<file path="config.mk">
export PLATFORM = sky130hd
export DESIGN_NAME = pld_top
export DESIGN_NICKNAME = d
export VERILOG_FILES = /design/src/hdl/pld_pkg.sv /design/src/hdl/pld_top.sv
export VERILOG_INCLUDE_DIRS = /design/src /design/src/hdl
export SDC_FILE = /design/constraint.sdc
export NUM_CORES = 1
export LEC_CHECK = 0
export ABC_AREA = 0
export BUFFER_PORTS_ARGS = -buffer_cell sky130_fd_sc_hd__clkbuf_2
export CAP_MARGIN = 0
export CORE_UTILIZATION = 32
export DETAILED_ROUTE_END_ITERATION = 12
export GPL_TIMING_DRIVEN = 0
export SYNTH_ARGS = -nofsm -noshare
export SYNTH_HDL_FRONTEND = slang
export SYNTH_SLANG_ARGS = --single-unit
</file>
<file path="constraint.sdc">
create_clock -name mclk_i -period 2.2 [get_ports mclk_i]
set_clock_uncertainty 0.1 [all_clocks]
set_input_delay 0.22 -clock mclk_i [delete_from_list [all_inputs] [get_ports mclk_i]]
set_output_delay 0.22 -clock mclk_i [all_outputs]
set_load 0.05 [all_outputs]
</file>
<file path="src/hdl/pld_defines.svh">
// Constants of the line decode/encode block: codes, timing, thresholds.
// Assumes a single 200 MHz clock; times are turned into cycles in the module.
// Summary of operation
// - Each 6-bit line sample from the 64-level quantiser is passed on to the DSP.
// - Descrambler learns its key from idle, then holds it to descramble data.
// - No idle within 40 us aborts reception and restarts key learning.
// - Idle window is shorter than a full 1514-byte frame, so long frames abort.
// - Bypass input passes received bits straight to alignment.
// - Descrambled serial bits are shifted into parallel code-group form.
// - Code-group boundary fixed on start delimiter, held until next frame start.
// - Each 5-bit group decodes to a nibble; start delimiter gives 0101 0101.
// - Start delimiter raises receive data valid; following groups are translated.
// - End delimiter or two idles drop carrier sense and data valid, untranslated.
// - Start delimiter is 11000 then 10001; elsewhere they flag receive error.
// - End delimiter is 01101 then 00111; alone either flags error. Idle 11111.
// - Invalid code-group during data valid raises receive error.
// - Transmit nibble is taken on the rising edge of the 2.5 MHz clock.
// - Nibbles are serialised and Manchester coded on 20 MHz half-bit cells.
// - With transmit enable low, normal link pulses are sent.
// - Manchester coding checked; reversed polarity corrected and flagged.
// - Received 10 Mb/s bits are packed into nibbles at 2.5 MHz.
// - Valid normal link pulses keep the 10 Mb/s link up.
// - Over-long transmit enable stops line transmission after 20 ms.
// - Jabber stays latched until transmit enable drops.
`ifndef PLD_DEFINES_SVH
`define PLD_DEFINES_SVH
`define PLD_CLK_MHZ      200
`define PLD_IDLE_WIN_US  40
`define PLD_JAB_US       20000
`define PLD_NLP_US       16000
`define PLD_NLP_W_NS     100
`define PLD_LINK_LOSS_US 150000
`define PLD_SYNC_BITS    4'hA
`define PLD_IDLE_ONES    4'hA
`define PLD_CG_J         5'h18
`define PLD_CG_K         5'h11
`define PLD_CG_T         5'h0D
`define PLD_CG_R         5'h07
`define PLD_CG_IDLE      5'h1F
`define PLD_SSD_NIB      4'h5
`define PLD_HC_LAST      4'h9
`define PLD_E_MIN        6'h05
`define PLD_E_LONG       6'h0F
`define PLD_E_MAX        6'h19
`define PLD_E_GAP        6'h1E
`define PLD_P_MIN        6'h0A
`define PLD_P_MAX        6'h28
`endif

</file>
<file path="src/hdl/pld_pkg.sv">
// Types of the line decode/encode block: state enums and the state record.
// Assumes pld_defines.svh for all numeric constants.
package pld_pkg;
    typedef enum logic [2:0] {R1_HUNT = 3'b001, R1_DATA = 3'b010, R1_TEND = 3'b100} pld_r100_t;
    typedef enum logic [2:0] {R2_IDLE = 3'b001, R2_PRE = 3'b010, R2_DATA = 3'b100} pld_r10_t;
    typedef struct packed {
        logic [6:0]  a1;
        logic [6:0]  a2;
        logic [5:0]  smp;
        logic        smp_v;
        logic [10:0] lfsr;
        logic        lock;
        logic [3:0]  scnt;
        logic [3:0]  ones;
        logic [15:0] tmo;
        logic [9:0]  sh;
        logic [2:0]  bc;
        pld_r100_t   r1;
        logic        idl;
        logic        kp;
        logic [3:0]  rxd;
        logic        rxv;
        logic        dv;
        logic        crs;
        logic        er;
        logic [3:0]  hc;
        logic [2:0]  ph;
        logic        tck;
        logic [3:0]  txn;
        logic        tact;
        logic [23:0] jc;
        logic        jab;
        logic [23:0] nc;
        logic        line;
        logic        lact;
        logic [1:0]  l1;
        logic [1:0]  l2;
        logic        lv;
        logic [5:0]  ec;
        pld_r10_t    r2;
        logic        mid;
        logic        lb;
        logic        pol;
        logic [1:0]  nb;
        logic [3:0]  nib;
        logic [3:0]  rxd10;
        logic        rxv10;
        logic        dv10;
        logic        cerr;
        logic [24:0] lk;
        logic        lok;
    } pld_state_t;
endpackage

</file>
<file path="src/hdl/pld_top.sv">
// Line decode/encode of a 10/100 PHY: 100M receive decode, 10M transmit and receive.
// Assumes DSP bit stream and MAC nibbles on mclk_i; analog pins are synchronised here.
`timescale 1ns/10ps
`default_nettype none
`include "pld_defines.svh"
module pld_top import pld_pkg::*; #(
    parameter logic [15:0] IDLE_TMO  = 16'(`PLD_IDLE_WIN_US * `PLD_CLK_MHZ),
    parameter logic [23:0] JAB_LIM   = 24'(`PLD_JAB_US * `PLD_CLK_MHZ),
    parameter logic [23:0] NLP_PER   = 24'(`PLD_NLP_US * `PLD_CLK_MHZ),
    parameter logic [24:0] LINK_LOSS = 25'(`PLD_LINK_LOSS_US * `PLD_CLK_MHZ)
) (
    input  wire logic       mclk_i,
    input  wire logic       rst_b_i,
    input  wire logic       descr_bypass_i,
    input  wire logic [5:0] adc_code_i,
    input  wire logic       adc_strb_i,
    output logic      [5:0] dsp_sample_o,
    output logic            dsp_sample_vld_o,
    input  wire logic       rx100_bit_i,
    input  wire logic       rx100_bit_vld_i,
    output logic      [3:0] rxd_o,
    output logic            rx_nib_vld_o,
    output logic            rx_dv_o,
    output logic            crs_o,
    output logic            rx_er_o,
    output logic            descr_locked_o,
    output logic            tx_clk_o,
    input  wire logic [3:0] txd_i,
    input  wire logic       tx_en_i,
    output logic            tp_tx_o,
    output logic            tp_tx_act_o,
    output logic            jabber_o,
    input  wire logic       rx10_line_i,
    input  wire logic       rx10_squelch_i,
    output logic      [3:0] rx10_rxd_o,
    output logic            rx10_nib_vld_o,
    output logic            rx10_dv_o,
    output logic            rx10_code_err_o,
    output logic            polarity_reversed_flag_o,
    output logic            link10_ok_o
);
    localparam logic [23:0] NLP_W = 24'((`PLD_NLP_W_NS * `PLD_CLK_MHZ + 999) / 1000);

    pld_state_t st_reg;
    pld_state_t st_next;

    function automatic logic [4:0] dec5(input logic [4:0] c);
        case (c)
            5'h1E: dec5 = 5'h10;
            5'h09: dec5 = 5'h11;
            5'h14: dec5 = 5'h12;
            5'h15: dec5 = 5'h13;
            5'h0A: dec5 = 5'h14;
            5'h0B: dec5 = 5'h15;
            5'h0E: dec5 = 5'h16;
            5'h0F: dec5 = 5'h17;
            5'h12: dec5 = 5'h18;
            5'h13: dec5 = 5'h19;
            5'h16: dec5 = 5'h1A;
            5'h17: dec5 = 5'h1B;
            5'h1A: dec5 = 5'h1C;
            5'h1B: dec5 = 5'h1D;
            5'h1C: dec5 = 5'h1E;
            5'h1D: dec5 = 5'h1F;
            default: dec5 = 5'h00;
        endcase
    endfunction

    always_comb begin
        logic       d;
        logic       kb;
        logic       go;
        logic [4:0] cg;
        logic [4:0] dn;
        logic       lvl;
        logic       b;
        logic       m;
        d  = 1'b0;
        kb = 1'b0;
        go = 1'b0;
        cg = 5'h00;
        dn = 5'h00;
        b  = 1'b0;
        m  = 1'b0;
        lvl = 1'b0;
        st_next = st_reg;
        st_next.rxv   = 1'b0;
        st_next.er    = 1'b0;
        st_next.rxv10 = 1'b0;
        st_next.cerr  = 1'b0;
        st_next.a1    = {adc_strb_i, adc_code_i};
        st_next.a2    = st_reg.a1;
        st_next.smp_v = st_reg.a2[6];
        if (st_reg.a2[6]) begin
            st_next.smp = st_reg.a2[5:0];
        end
        if (st_reg.kp) begin
            st_next.kp  = 1'b0;
            st_next.rxd = `PLD_SSD_NIB;
            st_next.rxv = 1'b1;
        end
        if (st_reg.lock && !descr_bypass_i) begin
            st_next.tmo = st_reg.tmo + 16'h0001;
        end
        if (rx100_bit_vld_i) begin
            if (descr_bypass_i) begin
                d  = rx100_bit_i;
                go = 1'b1;
            end else if (!st_reg.lock) begin
                st_next.lfsr = {st_reg.lfsr[9:0], ~rx100_bit_i};
                st_next.scnt = st_reg.scnt + 4'h1;
                st_next.lock = (st_reg.scnt == `PLD_SYNC_BITS);
            end else begin
                kb = st_reg.lfsr[10] ^ st_reg.lfsr[8];
                st_next.lfsr = {st_reg.lfsr[9:0], kb};
                d  = rx100_bit_i ^ kb;
                go = 1'b1;
            end
            if (go) begin
                st_next.ones = d ? ((st_reg.ones == `PLD_IDLE_ONES) ? st_reg.ones
                                    : st_reg.ones + 4'h1) : 4'h0;
                if (st_next.ones == `PLD_IDLE_ONES) begin
                    st_next.tmo = 16'h0000;
                end
                st_next.sh = {st_reg.sh[8:0], d};
                cg = st_next.sh[4:0];
                dn = dec5(cg);
                st_next.bc = (st_reg.bc == 3'h4) ? 3'h0 : st_reg.bc + 3'h1;
                case (st_reg.r1)
                    R1_HUNT: begin
                        if (st_next.sh == {`PLD_CG_J, `PLD_CG_K}) begin
                            st_next.r1  = R1_DATA;
                            st_next.bc  = 3'h0;
                            st_next.idl = 1'b0;
                            st_next.rxd = `PLD_SSD_NIB;
                            st_next.rxv = 1'b1;
                            st_next.kp  = 1'b1;
                            st_next.dv  = 1'b1;
                            st_next.crs = 1'b1;
                        end
                    end
                    R1_TEND: begin
                        if (st_reg.bc == 3'h4) begin
                            if (cg == `PLD_CG_R) begin
                                st_next.r1  = R1_HUNT;
                                st_next.dv  = 1'b0;
                                st_next.crs = 1'b0;
                            end else begin
                                st_next.er = 1'b1;
                                st_next.r1 = R1_DATA;
                            end
                        end
                    end
                    R1_DATA: begin
                        if (st_reg.bc == 3'h4) begin
                            if (cg == `PLD_CG_IDLE) begin
                                st_next.idl = 1'b1;
                                if (st_reg.idl) begin
                                    st_next.r1  = R1_HUNT;
                                    st_next.dv  = 1'b0;
                                    st_next.crs = 1'b0;
                                end
                            end else begin
                                st_next.idl = 1'b0;
                                if (cg == `PLD_CG_T) begin
                                    st_next.r1 = R1_TEND;
                                end else if (dn[4]) begin
                                    st_next.rxd = dn[3:0];
                                    st_next.rxv = 1'b1;
                                end else begin
                                    st_next.er = 1'b1;
                                end
                            end
                        end
                    end
                    default: st_next.r1 = R1_HUNT;
                endcase
            end
        end
        if (st_reg.lock && !descr_bypass_i && st_reg.tmo == IDLE_TMO) begin
            st_next.lock = 1'b0;
            st_next.scnt = 4'h0;
            st_next.tmo  = 16'h0000;
            st_next.r1   = R1_HUNT;
            st_next.dv   = 1'b0;
            st_next.crs  = 1'b0;
            st_next.kp   = 1'b0;
        end

        // Half-bit cells of 10 cycles; 8 cells make one 2.5 MHz nibble period
        st_next.hc  = (st_reg.hc == `PLD_HC_LAST) ? 4'h0 : st_reg.hc + 4'h1;
        st_next.ph  = (st_reg.hc == `PLD_HC_LAST) ? st_reg.ph + 3'h1 : st_reg.ph;
        st_next.tck = ~st_next.ph[2];
        if (!tx_en_i) begin
            st_next.jc  = 24'h000000;
            st_next.jab = 1'b0;
        end else if (st_reg.jc == JAB_LIM) begin
            st_next.jab = 1'b1;
        end else begin
            st_next.jc = st_reg.jc + 24'h000001;
        end
        if (st_reg.hc == 4'h0 && st_reg.ph == 3'h0) begin
            st_next.tact = tx_en_i;
            if (tx_en_i) begin
                st_next.txn = txd_i;
            end
        end
        if (st_next.jab) begin
            st_next.tact = 1'b0;
        end
        if (st_next.tact) begin
            // Manchester, low then high for a one
            b = st_next.txn[st_next.ph[2:1]];
            st_next.line = st_next.ph[0] ? b : ~b;
            st_next.lact = 1'b1;
            st_next.nc   = 24'h000000;
        end else if (!tx_en_i) begin
            st_next.nc   = (st_reg.nc == NLP_PER - 24'h000001) ? 24'h000000
                           : st_reg.nc + 24'h000001;
            st_next.line = (st_next.nc < NLP_W);
            st_next.lact = st_next.line;
        end else begin
            st_next.line = 1'b0;
            st_next.lact = 1'b0;
        end

        // Pins from the analog front end go through two flops first
        st_next.l1 = {rx10_line_i, rx10_squelch_i};
        st_next.l2 = st_reg.l1;
        lvl = st_reg.l2[1];
        st_next.lv = lvl;
        st_next.ec = (st_reg.ec == 6'h3F) ? st_reg.ec : st_reg.ec + 6'h01;
        if (st_reg.lk != LINK_LOSS) begin
            st_next.lk = st_reg.lk + 25'h0000001;
        end else begin
            st_next.lok = 1'b0;
        end
        if (lvl != st_reg.lv) begin
            st_next.ec = 6'h00;
            case (st_reg.r2)
                R2_IDLE: begin
                    if (st_reg.l2[0]) begin
                        st_next.r2  = R2_PRE;
                        st_next.mid = 1'b1;
                        st_next.lb  = lvl ^ st_reg.pol;
                    end else if (!lvl && st_reg.ec >= `PLD_P_MIN && st_reg.ec <= `PLD_P_MAX) begin
                        st_next.lk  = 25'h0000000;
                        st_next.lok = 1'b1;
                    end
                end
                R2_PRE, R2_DATA: begin
                    if (st_reg.ec < `PLD_E_MIN || st_reg.ec > `PLD_E_MAX) begin
                        st_next.cerr = 1'b1;
                        st_next.r2   = R2_IDLE;
                        st_next.dv10 = 1'b0;
                    end else begin
                        m = (st_reg.ec >= `PLD_E_LONG) ? 1'b1 : ~st_reg.mid;
                        st_next.mid = m;
                        st_next.lk  = 25'h0000000;
                        b = lvl ^ st_reg.pol;
                        if (m && st_reg.r2 == R2_PRE) begin
                            st_next.lb = b;
                            if (b == st_reg.lb) begin
                                // 00 ending the preamble means swapped pair
                                st_next.pol  = b ? st_reg.pol : ~st_reg.pol;
                                st_next.r2   = R2_DATA;
                                st_next.dv10 = 1'b1;
                                st_next.nb   = 2'h0;
                            end
                        end else if (m) begin
                            // bits to nibbles, first bit lowest
                            st_next.nib = {b, st_reg.nib[3:1]};
                            st_next.nb  = st_reg.nb + 2'h1;
                            if (st_reg.nb == 2'h3) begin
                                st_next.rxd10 = st_next.nib;
                                st_next.rxv10 = 1'b1;
                            end
                        end
                    end
                end
                default: st_next.r2 = R2_IDLE;
            endcase
        end
        if (st_reg.r2 != R2_IDLE && (!st_reg.l2[0] || st_reg.ec == `PLD_E_GAP)) begin
            st_next.r2   = R2_IDLE;
            st_next.dv10 = 1'b0;
        end
    end

    always_ff @(posedge mclk_i or negedge rst_b_i) begin
        if (!rst_b_i) begin
            st_reg     <= '0;
            st_reg.r1  <= R1_HUNT;
            st_reg.r2  <= R2_IDLE;
            st_reg.tck <= 1'b1;
        end else begin
            st_reg <= st_next;
        end
    end

    assign dsp_sample_o             = st_reg.smp;
    assign dsp_sample_vld_o         = st_reg.smp_v;
    assign rxd_o                    = st_reg.rxd;
    assign rx_nib_vld_o             = st_reg.rxv;
    assign rx_dv_o                  = st_reg.dv;
    assign crs_o                    = st_reg.crs;
    assign rx_er_o                  = st_reg.er;
    assign descr_locked_o           = st_reg.lock;
    assign tx_clk_o                 = st_reg.tck;
    assign tp_tx_o                  = st_reg.line;
    assign tp_tx_act_o              = st_reg.lact;
    assign jabber_o                 = st_reg.jab;
    assign rx10_rxd_o               = st_reg.rxd10;
    assign rx10_nib_vld_o           = st_reg.rxv10;
    assign rx10_dv_o                = st_reg.dv10;
    assign rx10_code_err_o          = st_reg.cerr;
    assign polarity_reversed_flag_o = st_reg.pol;
    assign link10_ok_o              = st_reg.lok;
endmodule
`default_nettype wire

</file>
# Yosys cells after proc, flatten, opt, wreduce, memory -nomap -nowiden

Memories as Yosys holds them, arrays and structs flattened.
Index checks and enable logic that the tools add are counted.

$add $sub $neg: 11
$mul: 0
Div/mod/pow operators: 0
Magnitude comparators: 7
Equality and inequality tests: 47
Shift operators: 0
Muxes and demuxes: 96
Bitwise gates (word level): 12
Reduce and logical (&&, ||, !) cells: 40

Operator list:

| kind                                                                          | number |
|---|---|
| 51-bit two-way mux                                                            | 2 |
| 26-bit two-way mux                                                            | 3 |
| 25-bit two-way mux                                                            | 3 |
| 24-bit two-way mux                                                            | 3 |
| 5-bit two-way mux                                                             | 12 |
| 25-bit one-hot mux with 2 select lines                                        | 1 |
| 24-bit by 1-bit adder with 24-bit output, second input constant               | 2 |
| 24-bit by 22-bit equality test with 1-bit output, second input constant       | 2 |
| 16-bit two-way mux                                                            | 3 |
| 46-bit two-way mux                                                            | 1 |
| 3-bit two-way mux                                                             | 13 |
| 14-bit two-way mux                                                            | 2 |
| 1-bit two-way mux                                                             | 26 |
| 25-bit by 1-bit adder with 25-bit output, second input constant               | 1 |
| 25-bit inequality test, second input constant                                 | 1 |
| 24-bit by 5-bit less-than comparator with 1-bit output, second input constant | 1 |
| 4-bit two-way mux                                                             | 6 |
| 3-bit inequality test, second input constant                                  | 7 |
| 5-bit AND reduction                                                           | 4 |
| 16-bit by 1-bit adder with 16-bit output, second input constant               | 1 |
| 16-bit by 13-bit equality test with 1-bit output, second input constant       | 1 |
| 4-bit equality test, second input constant                                    | 4 |
| 2-bit two-way mux                                                             | 8 |
| 4-bit inequality test, second input constant                                  | 4 |
| 53 further kinds                                                              | 102 |

Flip-flop bits (word level): 203
Bits in latches: 0
RAM bits: 0
ROM bits: 160
Input port bits: 19
Output and inout port bits: 29
Memories kept: 1

Memory list:

| memory           | words | bits a word | read ports | clocked after memory_dff | wr ports | line          | text |
|---|---|---|---|---|---|---|---|
| (name not given) | 32    | 5           | 1          | 0                        | 0        | pld_top.sv:48 | `case (c)` |

# Depth between registers and ports, before layout

An unclocked memory read counts as a cell.

Word-level depth: 16
Gate-level depth with buffers: 10
Mapped depth without buffers: 8

# Least setup slack after synthesis

Ideal clock, no wire load.

Path type: flip-flop to flip-flop
Start: register st_reg (netlist bit descr_locked_o)
End: register st_reg (netlist bit rxd_o[2])
Library setup time: 131 ps
Arrival: 2253 ps
Data required time: 1969 ps
Setup slack: -284 ps
Stages on the path, launching flop included: 7
Clock period less this slack: 2484 ps
Path through: dfrtp_1 or3b_1 mux2_4 a31oi_1 nand4_1 o21a_1 or3_1

RTL lines:

| item                   | line           | text |
|---|---|---|
| from (decl)            | pld_top.sv:44  | `pld_state_t st_reg;` |
| from (signal assigned) | pld_top.sv:297 | `st_reg <= st_next;` |

# Worst setup path after layout

Start: register st_reg[142] in the netlist's numbering
End: register st_reg[135] in the netlist's numbering

Longest elaborated chain between the ends: 3

RTL lines:

| item                 | line           | text |
|---|---|---|
| 10-bit equality test | pld_top.sv:131 | `` if (st_next.sh == {`PLD_CG_J, `PLD_CG_K}) begin `` |
| 15-bit two-way mux   | pld_top.sv:131 |  |
| 3-bit two-way mux    | pld_top.sv:129 | `case (st_reg.r1)` |

Every way passes these cells. The select of a mux whose other input is x is not followed.
A chain may end at the register's enable or synchronous reset.

==> summary by stage <==
Global route
The via count of the first global-routing pass was 8,391. The total grt overflow is 0. The maximum number of pins on one net before global-route repair is 111. In the global route stage, overall resource usage came out at 0.1485. The first-pass GRT wire length is 41,300 um. The number of antenna violations at the first check in global routing came to 0.

Yosys
sky130_fd_sc_hd__dfrtp_1 takes more of the synthesized area than any other cell. The post-synthesis instance area is 10,640 sq um. Sorting the synthesized cells by area gives the leading types as sky130_fd_sc_hd__dfrtp_1 46%, sky130_fd_sc_hd__nand2_1 4.9%, sky130_fd_sc_hd__xnor2_1 4.2%. Synthesis produced 1,120 cells. The share of the Yosys chip area taken by registers is 0.4709. The most common cell in the synthesized netlist is sky130_fd_sc_hd__dfrtp_1. The share of Yosys cell area claimed by the top area cell type is 0.4635. During synthesis, Yosys emitted a total of 0 warnings. The number of nets in the synthesized netlist is 1,162.

The number of distinct library cell variants in the gate-level netlist after synthesis is 85. The primary flip-flop cell chosen by synthesis mapping is sky130_fd_sc_hd__dfrtp_1. The commonest cells after synthesis are 197 x sky130_fd_sc_hd__dfrtp_1, 138 x sky130_fd_sc_hd__nand2_1, 85 x sky130_fd_sc_hd__nor2_1. The number of enable-type register cells in the synthesized netlist is 0. The average footprint of a synthesized cell is 9.496 sq um.

Synthesis inferred 200 register bits. For this run, asynchronously set or reset flops after synthesis account for 1.000.

Run status
The checks that failed: setup timing. The run finished, with violations left.

Die
In this run the vertical extent of the chip is 184.3 um. The die covers ~34,000 sq um. In this run the core area contains 66 standard-cell rows. In this run the horizontal extent of the chip is between 150 and 200 um. The total area inside the core boundary comes to 32,620 sq um.

The starting density of the core is 0.3260. The number of top-level pins is 48.

Timing
Setup violations remaining at the end of the flow were counted as 21. The max-slew violation count is 0. Setup repair after global routing could not meet its margin everywhere. In this run the tightest slew margin relative to its limit is 0.4755.

Based on the critical path, the design can be clocked at up to 0.4006 GHz. The final period demand of the worst path is 2.496 ns. For the pin with the worst max-slew slack, the measured transition is slightly below 0.8 ns. Dividing the final minimum period by the clock period gives 1.135. The worst-case hold slack is 0.1276 ns. The slack of the critical path is -0.2964 ns.

The hold violation total from the final report is 0.

Setup path
The worst setup path is of the flop to flop kind. The number of cell instances on the worst register-to-register path is 6. The category of the worst setup path launch point is a flop.

Of all nets on the critical path, the largest fanout is 7. The element type at the critical path end is a flop. The arrival time reported for the critical path endpoint is 2.73 ns. The required time of the critical path is 2.43 ns.

Final layout
In the final layout, flip-flops and latches occupy 5025 sq um. The filler cells instantiated in the layout total 3,200. The total number of nets in the final design is 1,304.

Summing all multi-input logic gate instances after layout gives 5797 sq um. The number of flip-flops in the largest register is between 150 and 200. The number of inserted diodes is 0. Of the cells placed in the final design, the portion with a size suffix greater than 1 is 0.2714. Excluding fillers, the count of instances in the completed layout stands at 1,717. From synthesis to final layout, the design area changed by 26.36%.

Pwr
For this design the static power due to leakage is 0.005838 uW. The power density of the placed cells is 766.9 nW/um^2. The worst voltage drop across the vdd grid is 0.0005249 V.

Placement
The half-perimeter wire length of the detailed placement result is ~16,000 um. The cell count after placement is 1,609. Input and output buffers added on the ports amount to 46. Routability-driven placement finished with a final weighted congestion of 0.8533.

Min path
Counting instances, the worst hold path has a depth of 3. The path class of the tightest hold or removal check is input pin to flop.

Drt
For this run, the detailed router's first-pass iteration total came to 5. The count of nets left with antenna violations after detail routing is 0. The total number of vias is 8,634. Dividing the detail-routed via count by the number of cells gives just over 5.

After detailed routing, the total wire length is between 20,000 and 25,000 um. In this run, the number of DRC markers left after iteration 0 of detailed routing was ~530. The wire length per cell is 14.39 um.

The remaining routing DRC violations is 0.

Clocking
Clock tree synthesis inserted a total of 17 buffers. The clock reaches the later pin of the worst-skew pair after 0.44 ns. TritonCTS built the clock tree. The clock root buffer is sky130_fd_sc_hd__clkbuf_16. The clock input transition at the sequential cells of the worst setup and hold paths is 0.08 ns. The maximum buffer depth of the clock tree is 2. The clock drives 200 sinks.

The depth of the CTS H-tree is 4.

Run
The tool flagged a number of max-cap violations equal to 0.
-- per-stage QoR --
stage | setup WS, ns | utilization | instance area [sq um] | setup TNS [ns] | power (uW)
after floorplan | -0.1327 | - | 10750 | -1.714 | 6336
after global placement | -3.673 | 0.3535 | 11530 | -669.95 | 6879
after detailed placement | -0.5774 | 0.3546 | 11570 | -31.13 | 6952
after CTS | -0.2565 | 0.3952 | 12890 | -3.108 | 10250
after global routing | -0.3731 | 0.4120 | 13440 | -5.809 | 10960
final | -0.2964 | 0.4120 | 13440 | -3.479 | 10310
-- report_power, final --
| group | switching, uW | internal [uW] |
|---|---|---|
| Combinational | 1590 | 1090 |
| Sequential | 435 | 4140 |
| Clock | 1550 | 1500 |
| Total | 3580 | 6730 |
-- cell families after synthesis --
logic type	share of synthesized area
and+or+nand+nor	0.2311
AOI/OAI and AO/OA	0.1268
muxes	0.03318
adders and majority gates	0.02706
DFF	0.4709
xor gates and xnor gates	0.06588
buffers and inverters	0.04506
-- worst paths after layout --
path	startpoint	endpoint	slack, ns
min reg2reg	st_next[192]	st_reg[192]	0.25
max	st_reg[142]	st_reg[135]	-0.30
max in group asynchronous	rst_b_i	st_reg[58]	0.67
max reg2reg	st_reg[142]	st_reg[135]	-0.30
min in group asynchronous	rst_b_i	st_reg[48]	0.26
min	rx100_bit_vld_i	st_reg[171]	0.13
-- critical path, stage by stage, from the launching register on --
cell and delay, ns:
sky130_fd_sc_hd__dfrtp_1 0.38, sky130_fd_sc_hd__or4_1 0.52, sky130_fd_sc_hd__or4_4 0.44, sky130_fd_sc_hd__a2111o_1 0.55, sky130_fd_sc_hd__nor3b_2 0.21, sky130_fd_sc_hd__o21ai_1 0.11, sky130_fd_sc_hd__o21ai_1 0.07
-- cell type report --
type,count,share of cell area
sequential,200,0.3739
inverter,44,0.01248
multi-input combinational,813,0.4313
clock inverter,14,0.009962
buffer,56,0.02830
clock buffer,18,0.03193
tap,442,0.04115
timing repair buffer,130,0.07094
-- repair_timing --
item / 4_1_cts / 5_1_grt
hold buffers: 14 / 0
buffers inserted: 44 / 24
endpoints found under the hold margin: 101 / 0
setup endpoints to repair: 109 / 99
pin swaps: 19 / 31
cloned: 0 / 1
gates resized for setup: 83 / 105
-- layout by cell type (no fill, tap or decap), drive strengths merged, types with 27 or more instances in the layout --
cell type / instances
dfrtp: 197
buf: 106
nand4: 38
nand2: 138
o21ai: 65
a21oi: 47
xnor2: 51
inv: 52
clkbuf: 84
nor2: 86
xor2: 29
nand3: 39
nor3: 28
and2: 27
-- metal layers --
| metal | vias up | wire [um] | track usage |
|---|---|---|---|
| met5 | - | 0 | 0 |
| met4 | 0 | 435 | 0.05333 |
| met3 | 34 | 708 | 0.02766 |
| met2 | 146 | 11540 | 0.2320 |
| met1 | 4230 | 12030 | 0.2042 |
| li1 | 4224 | - | - |
No activity file was read; power rests on OpenSTA's default activity.
